<file path="src/prsm_params.svh">
`ifndef PRSM_PARAMS_SVH
`define PRSM_PARAMS_SVH
// ----------------------------------------
// register indices (byte address = 4 * index)
// ----------------------------------------
`define PRSM_IDX_PRESC     6'h16
`define PRSM_IDX_SEL       6'h17
`define PRSM_IDX_LOCK      6'h1D
`define PRSM_IDX_IRQ_STAT  6'h20
`define PRSM_IDX_IRQ_MASK  6'h21
// ----------------------------------------
// reset values and field positions
// ----------------------------------------
`define PRSM_RST_PRESC     8'h06
`define PRSM_RST_SEL       8'h00
`define PRSM_RST_LOCK      8'h00
`define PRSM_RST_MASK      4'h0
`define PRSM_BIT_BYPASS    3
`define PRSM_BIT_LOCK      7
`define PRSM_SEL_LSB       2
`define PRSM_EV_W          4
// ----------------------------------------
// bus responses
// ----------------------------------------
`define PRSM_RESP_OKAY     2'h0
`define PRSM_RESP_DECERR   2'h3
`endif

</file>
<file path="src/prsm_pkg.sv">
package prsm_pkg;
  // ----------------------------------------
  // prescaler codes
  // ----------------------------------------
  typedef enum logic [2:0] {
    PRSM_FD1  = 3'h0,
    PRSM_FD2  = 3'h1,
    PRSM_DM3  = 3'h2,
    PRSM_DM5  = 3'h3,
    PRSM_DM9  = 3'h4,
    PRSM_DM17 = 3'h5,
    PRSM_DM33 = 3'h6,
    PRSM_FD3  = 3'h7
  } prsm_presc_type;
  // ----------------------------------------
  // bus states, gray from idle to each response
  // ----------------------------------------
  typedef enum logic [1:0] {
    BUS_IDLE  = 2'h0,
    BUS_WRESP = 2'h1,
    BUS_RRESP = 2'h2
  } prsm_bus_type;
endpackage

</file>
<file path="src/prsm_top.sv">
`timescale 1ns/10ps
`default_nettype none
`include "prsm_params.svh"
module prsm_top import prsm_pkg::*; #(
  parameter int A_W = 6,
  parameter int B_W = 13
) (
  input  wire logic           aclk,
  input  wire logic           aresetn,
  input  wire logic           ce,
  input  wire logic [7:0]     s_axi_awaddr,
  input  wire logic           s_axi_awvalid,
  output logic                s_axi_awready,
  input  wire logic [31:0]    s_axi_wdata,
  input  wire logic [3:0]     s_axi_wstrb,
  input  wire logic           s_axi_wvalid,
  output logic                s_axi_wready,
  output logic [1:0]          s_axi_bresp,
  output logic                s_axi_bvalid,
  input  wire logic           s_axi_bready,
  input  wire logic [7:0]     s_axi_araddr,
  input  wire logic           s_axi_arvalid,
  output logic                s_axi_arready,
  output logic [31:0]         s_axi_rdata,
  output logic [1:0]          s_axi_rresp,
  output logic                s_axi_rvalid,
  input  wire logic           s_axi_rready,
  input  wire logic           vco_tick,
  input  wire logic [A_W-1:0] swallow_count,
  input  wire logic [B_W-1:0] main_count,
  input  wire logic           fb_delayed,
  input  wire logic           ref_div_delayed,
  input  wire logic           pfd_up,
  input  wire logic           pfd_down,
  input  wire logic           first_reference_input,
  input  wire logic           second_reference_input,
  input  wire logic           diff_mode,
  input  wire logic           ref_sel_second,
  input  wire logic           sel_ref_ok,
  input  wire logic           unsel_ref_ok,
  input  wire logic           first_reference_input_freq_ok,
  input  wire logic           second_reference_input_freq_ok,
  input  wire logic           clk_freq_ok,
  input  wire logic           digital_lock_indication,
  input  wire logic           holdover_active,
  input  wire logic           lock_detect_pin_cmp,
  output logic                feedback_out,
  output logic                status_pin,
  output logic                irq
);
  // ----------------------------------------
  // declarations
  // ----------------------------------------
  prsm_bus_type            state_r;
  logic [7:0]              presc_r;
  logic [7:0]              sel_reg_r;
  logic [7:0]              lock_r;
  logic [`PRSM_EV_W-1:0]   stat_r;
  logic [`PRSM_EV_W-1:0]   stat_nxt;
  logic [`PRSM_EV_W-1:0]   mask_r;
  logic [`PRSM_EV_W-1:0]   ev;
  logic                    dld_prev_r;
  logic                    hold_prev_r;
  logic                    wr_go;
  logic                    rd_go;
  logic [5:0]              wr_idx;
  logic [5:0]              rd_idx;
  logic                    wr_lane;
  logic                    sel_refused;
  logic                    rd_clr;
  logic [31:0]             rd_val;
  logic                    rd_hit;
  logic                    wr_hit;
  logic [5:0]              sel;
  logic [5:0]              idx;
  logic                    mirror;
  logic                    inv;
  logic                    lvl;
  logic                    pin_nxt;
  logic                    sel_ref_clk;
  logic                    unsel_ref_clk;
  logic                    presc_pulse;
  logic                    swallow_pulse;

  // ----------------------------------------
  // feedback divider
  // ----------------------------------------
  prsm_fbdiv #(
    .A_W (A_W),
    .B_W (B_W)
  ) u_fbdiv (
    .aclk          (aclk),
    .aresetn       (aresetn),
    .ce            (ce),
    .vco_tick      (vco_tick),
    .presc_code    (prsm_presc_type'(presc_r[2:0])),
    .bypass        (presc_r[`PRSM_BIT_BYPASS]),
    .swallow_count (swallow_count),
    .main_count    (main_count),
    .presc_out     (presc_pulse),
    .swallow_out   (swallow_pulse),
    .fb_out        (feedback_out)
  );

  // ----------------------------------------
  // bus handshake
  // ----------------------------------------
  assign wr_go         = ce && state_r == BUS_IDLE && s_axi_awvalid && s_axi_wvalid;
  assign rd_go         = ce && state_r == BUS_IDLE && s_axi_arvalid && !wr_go;
  assign s_axi_awready = wr_go;
  assign s_axi_wready  = wr_go;
  assign s_axi_arready = rd_go;
  assign s_axi_bvalid  = state_r == BUS_WRESP;
  assign s_axi_rvalid  = state_r == BUS_RRESP;
  assign wr_idx        = s_axi_awaddr[7:2];
  assign rd_idx        = s_axi_araddr[7:2];
  assign wr_lane       = wr_go && s_axi_wstrb[0];

  always_ff @(posedge aclk) begin
    if (!aresetn) begin
      state_r <= BUS_IDLE;
    end else if (ce) begin
      case (state_r)
        BUS_IDLE: begin
          if (wr_go) begin
            state_r <= BUS_WRESP;
          end else if (rd_go) begin
            state_r <= BUS_RRESP;
          end
        end
        BUS_WRESP: begin
          if (s_axi_bready) begin
            state_r <= BUS_IDLE;
          end
        end
        BUS_RRESP: begin
          if (s_axi_rready) begin
            state_r <= BUS_IDLE;
          end
        end
        default: state_r <= BUS_IDLE;
      endcase
    end
  end

  always_comb begin
    wr_hit = 1'b1;
    case (wr_idx)
      `PRSM_IDX_PRESC, `PRSM_IDX_SEL, `PRSM_IDX_LOCK: wr_hit = 1'b1;
      `PRSM_IDX_IRQ_STAT, `PRSM_IDX_IRQ_MASK: wr_hit = 1'b1;
      default: wr_hit = 1'b0;
    endcase
  end

  always_comb begin
    rd_hit = 1'b1;
    rd_val = 32'h0000_0000;
    case (rd_idx)
      `PRSM_IDX_PRESC:     rd_val = {24'h000000, presc_r};
      `PRSM_IDX_SEL:       rd_val = {24'h000000, sel_reg_r};
      `PRSM_IDX_LOCK:      rd_val = {24'h000000, lock_r};
      `PRSM_IDX_IRQ_STAT:  rd_val = {28'h0000000, stat_r};
      `PRSM_IDX_IRQ_MASK:  rd_val = {28'h0000000, mask_r};
      default:             rd_hit = 1'b0;
    endcase
  end

  always_ff @(posedge aclk) begin
    if (!aresetn) begin
      s_axi_bresp <= `PRSM_RESP_OKAY;
    end else if (wr_go) begin
      s_axi_bresp <= wr_hit ? `PRSM_RESP_OKAY : `PRSM_RESP_DECERR;
    end
  end

  always_ff @(posedge aclk) begin
    if (!aresetn) begin
      s_axi_rdata <= 32'h0000_0000;
      s_axi_rresp <= `PRSM_RESP_OKAY;
    end else if (rd_go) begin
      s_axi_rdata <= rd_val;
      s_axi_rresp <= rd_hit ? `PRSM_RESP_OKAY : `PRSM_RESP_DECERR;
    end
  end

  // ----------------------------------------
  // control registers
  // ----------------------------------------
  assign sel_refused = wr_lane && wr_idx == `PRSM_IDX_SEL && lock_r[`PRSM_BIT_LOCK];

  always_ff @(posedge aclk) begin
    if (!aresetn) begin
      presc_r <= `PRSM_RST_PRESC;
    end else if (wr_lane && wr_idx == `PRSM_IDX_PRESC) begin
      presc_r <= s_axi_wdata[7:0];
    end
  end

  always_ff @(posedge aclk) begin
    if (!aresetn) begin
      sel_reg_r <= `PRSM_RST_SEL;
    end else if (wr_lane && wr_idx == `PRSM_IDX_SEL && !sel_refused) begin
      sel_reg_r <= s_axi_wdata[7:0];
    end
  end

  always_ff @(posedge aclk) begin
    if (!aresetn) begin
      lock_r <= `PRSM_RST_LOCK;
    end else if (wr_lane && wr_idx == `PRSM_IDX_LOCK) begin
      lock_r <= s_axi_wdata[7:0];
    end
  end

  always_ff @(posedge aclk) begin
    if (!aresetn) begin
      mask_r <= `PRSM_RST_MASK;
    end else if (wr_lane && wr_idx == `PRSM_IDX_IRQ_MASK) begin
      mask_r <= s_axi_wdata[`PRSM_EV_W-1:0];
    end
  end

  // ----------------------------------------
  // events and interrupt
  // ----------------------------------------
  always_ff @(posedge aclk) begin
    if (!aresetn) begin
      dld_prev_r  <= 1'b0;
      hold_prev_r <= 1'b0;
    end else if (ce) begin
      dld_prev_r  <= digital_lock_indication;
      hold_prev_r <= holdover_active;
    end
  end

  assign ev[0] = ce && digital_lock_indication && !dld_prev_r;
  assign ev[1] = ce && !digital_lock_indication && dld_prev_r;
  assign ev[2] = ce && holdover_active && !hold_prev_r;
  assign ev[3] = sel_refused;
  assign rd_clr   = rd_go && rd_idx == `PRSM_IDX_IRQ_STAT;
  // set wins over the read clear
  assign stat_nxt = (rd_clr ? '0 : stat_r) | ev;

  always_ff @(posedge aclk) begin
    if (!aresetn) begin
      stat_r <= '0;
    end else if (ce) begin
      stat_r <= stat_nxt;
    end
  end

  assign irq = |(stat_r & mask_r);

  // ----------------------------------------
  // status pin selector
  // ----------------------------------------
  assign sel           = sel_reg_r[7:`PRSM_SEL_LSB];
  // differential reference arrives on the first input
  assign sel_ref_clk   = (ref_sel_second && !diff_mode) ? second_reference_input
                                                        : first_reference_input;
  assign unsel_ref_clk = ref_sel_second ? first_reference_input : second_reference_input;

  always_comb begin
    lvl    = 1'b0;
    mirror = sel[5:4] == 2'b11 && sel[3:2] != 2'b00;
    idx    = mirror ? {2'b10, sel[3:0]} : sel;
    // mirrored levels flip, the and-terms 0x29 and 0x2A and the clock 0x24 do not
    inv    = mirror && idx != 6'h24 && idx != 6'h29 && idx != 6'h2A;
    case (idx)
      6'h01: lvl = fb_delayed;
      6'h02: lvl = ref_div_delayed;
      6'h03: lvl = swallow_pulse;
      6'h04: lvl = presc_pulse;
      6'h05: lvl = pfd_up;
      6'h06: lvl = pfd_down;
      6'h20: lvl = 1'b0;
      6'h21: lvl = first_reference_input;
      6'h22: lvl = second_reference_input && !diff_mode;
      6'h23: lvl = sel_ref_clk;
      6'h24: lvl = unsel_ref_clk && !diff_mode;
      6'h25: lvl = sel_ref_ok;
      6'h26: lvl = unsel_ref_ok && !diff_mode;
      6'h27: lvl = first_reference_input_freq_ok;
      6'h28: lvl = second_reference_input_freq_ok;
      6'h29: lvl = first_reference_input_freq_ok && second_reference_input_freq_ok;
      6'h2A: lvl = digital_lock_indication && sel_ref_ok && clk_freq_ok;
      6'h2B: lvl = clk_freq_ok;
      6'h2C: lvl = ref_sel_second;
      6'h2D: lvl = digital_lock_indication;
      6'h2E: lvl = holdover_active;
      6'h2F: lvl = lock_detect_pin_cmp;
      6'h30: lvl = 1'b1;
      6'h31: lvl = first_reference_input;
      6'h32: lvl = second_reference_input && !diff_mode;
      6'h33: lvl = sel_ref_clk;
      default: lvl = 1'b0;
    endcase
    pin_nxt = lvl ^ inv;
  end

  always_ff @(posedge aclk) begin
    if (!aresetn) begin
      status_pin <= 1'b0;
    end else if (ce) begin
      status_pin <= pin_nxt;
    end
  end
endmodule // prsm_top
`default_nettype wire

</file>
<file path="src/prsm_fbdiv.sv">
`timescale 1ns/10ps
`default_nettype none
module prsm_fbdiv import prsm_pkg::*; #(
  parameter int A_W = 6,
  parameter int B_W = 13
) (
  input  wire logic           aclk,
  input  wire logic           aresetn,
  input  wire logic           ce,
  input  wire logic           vco_tick,
  input  wire prsm_presc_type presc_code,
  input  wire logic           bypass,
  input  wire logic [A_W-1:0] swallow_count,
  input  wire logic [B_W-1:0] main_count,
  output logic                presc_out,
  output logic                swallow_out,
  output logic                fb_out
);
  // ----------------------------------------
  // prescaler modulus
  // ----------------------------------------
  logic [5:0]     p_cnt_r;
  logic [5:0]     base;
  logic [5:0]     modulus;
  logic           dual;
  logic           p_wrap;
  logic [A_W-1:0] a_left_r;
  logic [B_W-1:0] b_cnt_r;
  logic [B_W-1:0] b_lim;
  logic           b_wrap;

  always_comb begin
    dual = 1'b1;
    case (presc_code)
      PRSM_FD1:  begin base = 6'h01; dual = 1'b0; end
      PRSM_FD2:  begin base = 6'h02; dual = 1'b0; end
      PRSM_FD3:  begin base = 6'h03; dual = 1'b0; end
      PRSM_DM3:  base = 6'h02;
      PRSM_DM5:  base = 6'h04;
      PRSM_DM9:  base = 6'h08;
      PRSM_DM17: base = 6'h10;
      PRSM_DM33: base = 6'h20;
      default:   base = 6'h01;
    endcase
    // larger ratio while swallow count remains
    modulus = base + {5'h00, dual && (a_left_r != '0)};
  end

  assign p_wrap = vco_tick && (p_cnt_r >= modulus - 6'h01);
  // main counter forced to one when bypassed
  assign b_lim  = bypass ? B_W'(1) : ((main_count == '0) ? B_W'(1) : main_count);
  assign b_wrap = p_wrap && (b_cnt_r >= b_lim - B_W'(1));

  // ----------------------------------------
  // counters
  // ----------------------------------------
  always_ff @(posedge aclk) begin
    if (!aresetn) begin
      p_cnt_r <= 6'h00;
    end else if (ce && vco_tick) begin
      p_cnt_r <= p_wrap ? 6'h00 : p_cnt_r + 6'h01;
    end
  end

  always_ff @(posedge aclk) begin
    if (!aresetn) begin
      b_cnt_r  <= '0;
      a_left_r <= '0;
    end else if (ce && p_wrap) begin
      if (b_wrap) begin
        b_cnt_r  <= '0;
        a_left_r <= swallow_count;
      end else begin
        b_cnt_r <= b_cnt_r + B_W'(1);
        if (a_left_r != '0) begin
          a_left_r <= a_left_r - A_W'(1);
        end
      end
    end
  end

  always_ff @(posedge aclk) begin
    if (!aresetn) begin
      presc_out   <= 1'b0;
      swallow_out <= 1'b0;
      fb_out      <= 1'b0;
    end else if (ce) begin
      presc_out   <= p_wrap;
      swallow_out <= p_wrap && !b_wrap && (a_left_r == A_W'(1));
      fb_out      <= b_wrap;
    end
  end
endmodule // prsm_fbdiv
`default_nettype wire

</file>
<file path="config.mk">
export PLATFORM = sky130hd
export DESIGN_NAME = prsm_top
export DESIGN_NICKNAME = d
export VERILOG_FILES = /design/src/prsm_pkg.sv /design/src/prsm_top.sv /design/src/prsm_fbdiv.sv
export VERILOG_INCLUDE_DIRS = /design/src
export SDC_FILE = /design/constraint.sdc
export NUM_CORES = 1
export LEC_CHECK = 0
export BUFFER_PORTS_ARGS = -buffer_cell sky130_fd_sc_hd__buf_2
export CAP_MARGIN = 25
export CORE_MARGIN = 8
export CORE_UTILIZATION = 55
export CTS_CLUSTER_SIZE = 16
export DETAILED_ROUTE_END_ITERATION = 10
export PLACE_DENSITY = 0.84
export SLEW_MARGIN = 30
export SYNTH_ARGS = -nofsm -noshare
export SYNTH_HDL_FRONTEND = slang
export SYNTH_SLANG_ARGS = --single-unit
</file>
<file path="constraint.sdc">
create_clock -name aclk -period 8.8 [get_ports aclk]
set_clock_uncertainty 0.05 [all_clocks]
set_input_delay 0.88 -clock aclk [delete_from_list [all_inputs] [get_ports aclk]]
set_output_delay 0.88 -clock aclk [all_outputs]
set_load 0.005 [all_outputs]
</file>
==> metrics.md, run 1 <==
| Metric | Value |
|---|---|
| Slowest library cell on the worst path | `o21ai_1` |
| Fraction of layout cells with a size suffix above 1 | `18.4%` |
| Initial DRC count | `between 200 and 300` |
| R2r setup slk | `4.44 ns` |
| Worst path cell trace | `buf_2 -> nor4_1 -> nor3b_2 -> a31oi_1 -> nor2b_1 -> ha_1 -> o21ai_0 -> o21bai_1 -> nor4_1 -> o32a_1 -> ha_1 -> nand4_1 -> nor4_2 -> nor4_2 -> or2_1 -> o21ai_1 -> nor2_1` |
| CTS H-tree lvls | `3` |
| Worst-path clk slew | `around 0.08 ns` |
| Reg2reg path depth | `14` |
| Initial antenna violation count | `0` |
| Fin crit period | `between 4 and 5 ns` |
| CTS tree | `yes` |
| Worst Path Max Fanout | `12` |
| Final cycle utilization of the critical path | `56.1%` |
| Synthesis Warnings | `0` |
| Antenna viol nets, final | `0` |
| Worst vdd ir | `0.0938 mV` |
| Root Driver | `clkbuf_8` |
| Dpl cell area | `between 5000 and 6000 sq um` |
| Commonest non-fill, non-tap cell in the layout | `buf_2` |
| CP Capture Type | `flop` |
| Synth cell types | `70` |
| Endpoints failing setup | `0` |
| Reg2reg start | `presc_r[3]` |
| Post-synthesis sequential area ratio | `30.0%` |
| Initial core utilization | `a little under three fifths` |
| Synth Instances | `596` |
| Worst Path Buf+Inv | `1` |
| I/O pin cnt | `140` |
| Worst hold path startpoint | `u_fbdiv.a_left_r[5]` |
| FFs w/ async S/R, synth | `0%` |
| Util after Layout | `63.1%` |
| Max Fclk | `about 0.20 GHz` |
| Syn avg cell area | `8.38 sq um` |
| Worst-Skew Late Latency | `0.36 ns` |
| Wirelength per Cell | `16.1 um` |
| Hold buffers post-CTS | `0` |
| Post-CTS sizing | `0` |
| Largest net degree at the start of global routing | `49` |
| Vias/cell | `5.87` |
| Number of synthesized flops with an enable pin | `0` |
| DR vias | `4552` |
| RSZ-0062 raised after global routing | `no` |
| Crit path kind | `input pin to flop` |
| Fin area | `5530 sq um` |
| Total routed wirelength | `about 12000 um` |
| Worst hold path cell count | `2` |
| RePlAce Congestion | `between 0.8 and 0.9` |
| Core ar. | `8760 sq um` |
| Top cell type by total area after synthesis | `dfxtp_1` |
| Pleak | `between 2 and 2.5 nW` |
| Hold worst-path end | `u_fbdiv.a_left_r[5]` |
| Total congestion overflow | `0` |
| Synth top area cells | `dfxtp_1, mux2i_1, ha_1, nor2_1, buf_4` |
| Crit path largest cell delay | `0.63 ns` |
| Reg-to-reg endpoint | `u_fbdiv.b_cnt_r[5]` |
| Most frequent cells in the layout | `buf_2, dfxtp_1, nor2_1` |
| Worst Setup Start Kind | `input pin` |
| Least-Margin Pin Slew | `0.785 ns` |
| Detail Placement HPWL | `9610 um` |
| Fin. max-slew vios | `0` |
| Fillers | `722` |
| Min-delay worst type | `flop to flop` |
| Arr. time, crit path | `about 5.1 ns` |
| DIE WIDTH | `111 um` |
| Vias in the first global route | `around 4400` |
| Clk sinks | `75` |
| Die ar. | `12400 sq um` |
| Total Routing Usage GR | `19.7%` |
| Cell Rows | `34` |
| Worst path required time | `8.95 ns` |
| First-pass GRT wire length | `20900 um` |
| 1st-pass router iterations | `4` |
| Total CTS buffers | `9` |
| CP top delay family | `simple AND/OR/NAND/NOR gates` |
| Status | `finished, final reports clean` |
| Inserted Diodes | `0` |
| IO Port Bufs | `84` |
| Setup TNS | `0 ns` |
| Vert. Die Dim | `roughly 110 um` |
| Ys flop type | `dfxtp_1` |
| Post-CTS setup buffer count | `0` |
| Number of max-cap violations | `0` |
| Nets | `786` |
| Yosys reg bits | `75` |
| Multi-input logic area | `3190 sq um` |
| Slew headroom | `47.3%` |
| Clk buf depth | `2` |
| Yosys top cell area share | `~30%` |
| Final hold violation count | `0` |
| Drc violations | `0` |
| P&R area growth vs syn | `10.7%` |
| Storage element area | `1500 sq um` |
| Pwr dens | `approximately 120 nW/um^2` |
| Post-Syn Area | `5000 sq um` |
## final cells by class
cell class / instances / share of cell area [%]
clock buffers: 9 / 2.24
flip-flops and latches: 75 / 27.1
inverters: 18 / 1.22
multi-input cells: 472 / 57.7
well taps: 108 / 2.44
clock inverters: 6 / 1.22
repair buffers: 87 / 8.01
## worst reg2reg max path, delay by kind of cell (launching register included)
| kind | cells | cell delay (ns) |
|---|---|---|
| compound gates | 5 | 1.87 |
| simple gates | 7 | 1.41 |
| flops | 1 | 0.46 |
| fa+ha+maj | 2 | 0.43 |
## kinds of logic (layout without fill, tap and decap cells)
| kind of cell | Yosys count | count (layout) | synth area share, % |
|---|---|---|---|
| buf+inv | 72 | 120 | 7.81 |
| flops | 75 | 75 | 30.0 |
| other cells | 1 | 24 | 0.0750 |
| fa+ha+maj | 27 | 27 | 6.76 |
| xor+xnor | 26 | 26 | 4.56 |
| mux | 54 | 54 | 11.3 |
| compound gates | 102 | 102 | 14.3 |
| simple gates | 239 | 239 | 25.2 |
## routing by layer
metal	GRT usage (%)	part of all wire (%)	wire [um]	up-vias
met1	23.4	42	5290	2142
met4	7.91	1.5	184	0
li1	-	-	-	2228
met3	5.30	7.0	878	18
met5	0	0	0	-
met2	32.9	49	6110	164
## where the power goes
part	total (mW)	internal (mW)	switching, mW
Combinational	0.0726	0.0301	0.0424
Sequential	0.347	0.343	0.00353
Clock	0.261	0.130	0.132
## metrics by stage
step / hold slack, ns / worst slack (ns) / total power [mW] / cells
after global placement: 0.408 / 3.62 / 0.423 / 760
after floorplan: 0.396 / 4.36 / 0.402 / 619
after CTS: 0.436 / 3.87 / 0.684 / 775
final: 0.436 / 3.86 / 0.681 / 775
after global routing: 0.467 / 3.45 / 0.709 / 775
after detailed placement: 0.421 / 3.51 / 0.426 / 760
## registers in the layout, summed over array words and instances, names as in the netlist
| register | flops |
|---|---|
| state_r | 2 |
| s_axi_rresp | 1 |
| stat_r | 4 |
| u_fbdiv.b_cnt_r | 13 |
| presc_r | 8 |
| lock_r | 8 |
| s_axi_bresp | 1 |
| status_pin | 1 |
| u_fbdiv.p_cnt_r | 6 |
| sel_reg_r | 8 |
| u_fbdiv.a_left_r | 6 |
| mask_r | 4 |
| s_axi_rdata | 8 |
| hold_prev_r | 1 |
| dld_prev_r | 1 |
| u_fbdiv.swallow_out | 1 |
| u_fbdiv.fb_out | 1 |
| u_fbdiv.presc_out | 1 |
## worst max-delay path by stage
stage	from	to	slack, ns	cells after the start
2_1_floorplan	main_count[3]	u_fbdiv.a_left_r[1]	4.36	16
3_3_place_gp	main_count[3]	u_fbdiv.b_cnt_r[5]	3.62	17
3_5_place_dp	main_count[3]	u_fbdiv.b_cnt_r[5]	3.51	17
4_1_cts	main_count[3]	u_fbdiv.b_cnt_r[5]	3.87	17
5_1_grt	main_count[3]	u_fbdiv.b_cnt_r[5]	3.45	17
6_report	main_count[3]	u_fbdiv.b_cnt_r[5]	3.86	17
## cell usage after synthesis, drive strengths merged, types with 15 or more instances
master and instances:
nor2 74, ha 27, dfxtp 75, inv 18
clkbuf 18, buf 36, mux2i 45, nor3 15
nand2 53, a21oi 30
Power figures use the tool's default switching activity.
==> inputs of run 2 (changes only) <==
CORE_UTILIZATION = 53   (was 55)
PLACE_DENSITY = 0.81   (was 0.84)
clock period = 5.2 ns   (was 8.8 ns; I/O delays follow)
==> metrics.md, run 2 (synthesis results as in run 1) <==
| Metric | Value |
|---|---|
| DR vias | `4542 (-0.22%)` |
| DP Worst Slack | `0.627 ns (-2.89 ns)` |
| Total routed wirelength | `12500 um (+0.51%)` |
| Worst-Skew Late Latency | `0.35 ns (about the same)` |
| Clk sinks | `75 (unchanged)` |
| Slew headroom | `56.6% (+9.3 points)` |
| Setup TNS | `0 ns (unchanged)` |
| RSZ-0062 raised after global routing | `no` |
| Status | `finished, final reports clean` |
| Detail Placement HPWL | `9630 um (+0.15%)` |
| Initial core utilization | `54.3% (-2.7 points)` |
| 1st-pass router iterations | `4 (unchanged)` |
| Vias/cell | `5.81 (-1.1%)` |
| Crit path largest cell delay | `0.43 ns (-0.20 ns)` |
| Endpoints failing setup | `0 (unchanged)` |
| RePlAce Congestion | `0.814 (-3.7%)` |
| Fin worst setup slack | `0.963 ns (-2.90 ns)` |
| Largest net degree at the start of global routing | `50 (+2.0%)` |
| IO Port Bufs | `84 (unchanged)` |
| First-pass GRT wire length | `20700 um (-1.0%)` |
| Pleak | `2.46 nW (+0.94%)` |
| Initial DRC count | `346 (+36%)` |
| Number of max-cap violations | `0 (unchanged)` |
| Inserted Diodes | `0 (unchanged)` |
| Worst path cell trace | `buf_2 -> nor4_1 -> nor3b_2 -> a31oi_1 -> nor2b_1 -> ha_1 -> o21ai_0 -> o21bai_1 -> nor4_1 -> o32a_1 -> ha_1 -> a21oi_1 -> nand2_1 -> nor4_2 -> o21ai_1 -> o211a_1 -> a211oi_1` |
| Total congestion overflow | `0 (unchanged)` |
| Max reg flops | `13 (unchanged)` |
| Crit path launch | `main_count[3]` |
| Placed Cells | `766 (+0.79%)` |
| Post-CTS sizing | `0 (unchanged)` |
| Worst Path Buf+Inv | `1 (unchanged)` |
| Min-delay worst type | `input pin to flop` |
| Worst-path clk slew | `0.08 ns (about the same)` |
| P&R area growth vs syn | `11.5%` |
| Root Driver | `clkbuf_8` |
| DIE WIDTH | `113 um (+1.6%)` |
| Final cycle utilization of the critical path | `between 80% and 90%` |
| Fraction of layout cells with a size suffix above 1 | `18.9% (+0.49 points)` |
| Nets | `789 (+0.38%)` |
| Fin crit period | `between 4 and 5 ns` |
| Total Routing Usage GR | `19.5% (-0.22 points)` |
| Core ar. | `9200 sq um (+4.9%)` |
| Worst Setup Start Kind | `input pin` |
| Arr. time, crit path | `4.45 ns (-0.64 ns)` |
| Least-Margin Pin Slew | `0.650 ns (-0.135 ns)` |
| Antenna viol nets, final | `0 (unchanged)` |
| Crit path kind | `input pin to flop` |
| Hold buffers post-CTS | `0 (unchanged)` |
| Initial antenna violation count | `0 (unchanged)` |
| Reg2reg start | `presc_r[3]` |
| Final hold violation count | `0 (unchanged)` |
| Worst vdd ir | `0.135 mV (+44%)` |
| Wirelength per Cell | `16.0 um (-0.39%)` |
| Drc violations | `0 (unchanged)` |
| Pwr dens | `212 nW/um^2 (+73%)` |
| Clk buf depth | `2 (unchanged)` |
| CTS H-tree lvls | `3 (unchanged)` |
| Cell Rows | `35 (+2.9%)` |
| Total CTS buffers | `9 (unchanged)` |
| Worst Path Max Fanout | `8 (-4)` |
| Most frequent cells in the layout | `buf_2, dfxtp_1, nor2_1` |
| CP top delay family | `compound AO/OA/AOI/OAI gates` |
| CP Capture Type | `flop` |
| Post-CTS setup buffer count | `0 (unchanged)` |
| Vias in the first global route | `4455 (+0.20%)` |
| Vert. Die Dim | `113 um (+1.6%)` |
| Worst path required time | `5.42 ns (-3.53 ns)` |
| Largest reg by FF count | `u_fbdiv.b_cnt_r` |
| Slowest library cell on the worst path | `nor4_2` |
| Post-Layout Cell Count | `782 (+0.90%)` |
| Commonest non-fill, non-tap cell in the layout | `buf_2` |
| Fin. max-slew vios | `0 (unchanged)` |
| Max Fclk | `0.236 GHz` |
| Fillers | `815 (+13%)` |
| I/O pin cnt | `140 (unchanged)` |
| Worst hold path startpoint | `swallow_count[1]` |
| Die ar. | `12800 sq um (+3.2%)` |
| CTS tree | `yes` |
-- run 2: cell count changes in the layout (fill, tap and decap cells not counted), sizes merged --
cell / change
buf: +3
clkbuf: +1
clkinv: -3
inv: +3
-- run 2: path summary, 6_finish.rpt --
path | end | slack [ns] | depth (start not counted)
worst max-delay path | u_fbdiv.a_left_r[1] | 0.96 | 17
worst min-delay path | u_fbdiv.a_left_r[1] | 0.37 | 3
worst max register to register | u_fbdiv.a_left_r[1] | 1.22 | 14
worst min register to register | u_fbdiv.a_left_r[5] | 0.43 | 2
-- run 2: worst register-to-register path, delay by kind of cell (launching register included) --
kind / cells / cell delay [ns]
AND/OR/NAND/NOR: 4 / 1.00
flip-flops: 1 / 0.45
adder cells (fa/ha/maj): 2 / 0.51
AO/OA/AOI/OAI: 8 / 1.90
-- run 2: final cells by class --
type / count / area (sq um) / area share [%]
clock buffer: 10 / 138 / 2.47
sequential: 75 / 1500 / 26.9
multi-input combinational: 472 / 3190 / 57.3
clock inverter: 6 / 71.3 / 1.28
tap: 111 / 139 / 2.49
inverter: 18 / 67.6 / 1.21
timing repair buffer: 90 / 465 / 8.35
-- run 2: metal layers --
layer	part of all wire (%)	GRT usage [%]	vias up	routed length, um
met4	1.7	6.75	0	208
met3	6.6	4.85	18	822
met2	49	33.0	152	6140
li1	-	-	2227	-
met1	43	23.5	2145	5360
met5	0	0	-	0
-- run 2: power breakdown --
part	switching (mW)	internal (mW)
Sequential	0.00625	0.581
Clock	0.235	0.240
Combinational	0.0710	0.0516
-- run 2: per-stage QoR --
| step | total power, mW | util, % | hold slack [ns] | cell area (sq um) |
|---|---|---|---|---|
| after floorplan | 0.681 | - | 0.396 | 5080 |
| after global placement | 0.716 | 58.3 | 0.410 | 5370 |
| after detailed placement | 0.721 | 58.3 | 0.411 | 5370 |
| after CTS | 1.19 | 60.6 | 0.351 | 5570 |
| after global routing | 1.23 | 60.6 | 0.367 | 5570 |
| final | 1.18 | 60.6 | 0.372 | 5570 |
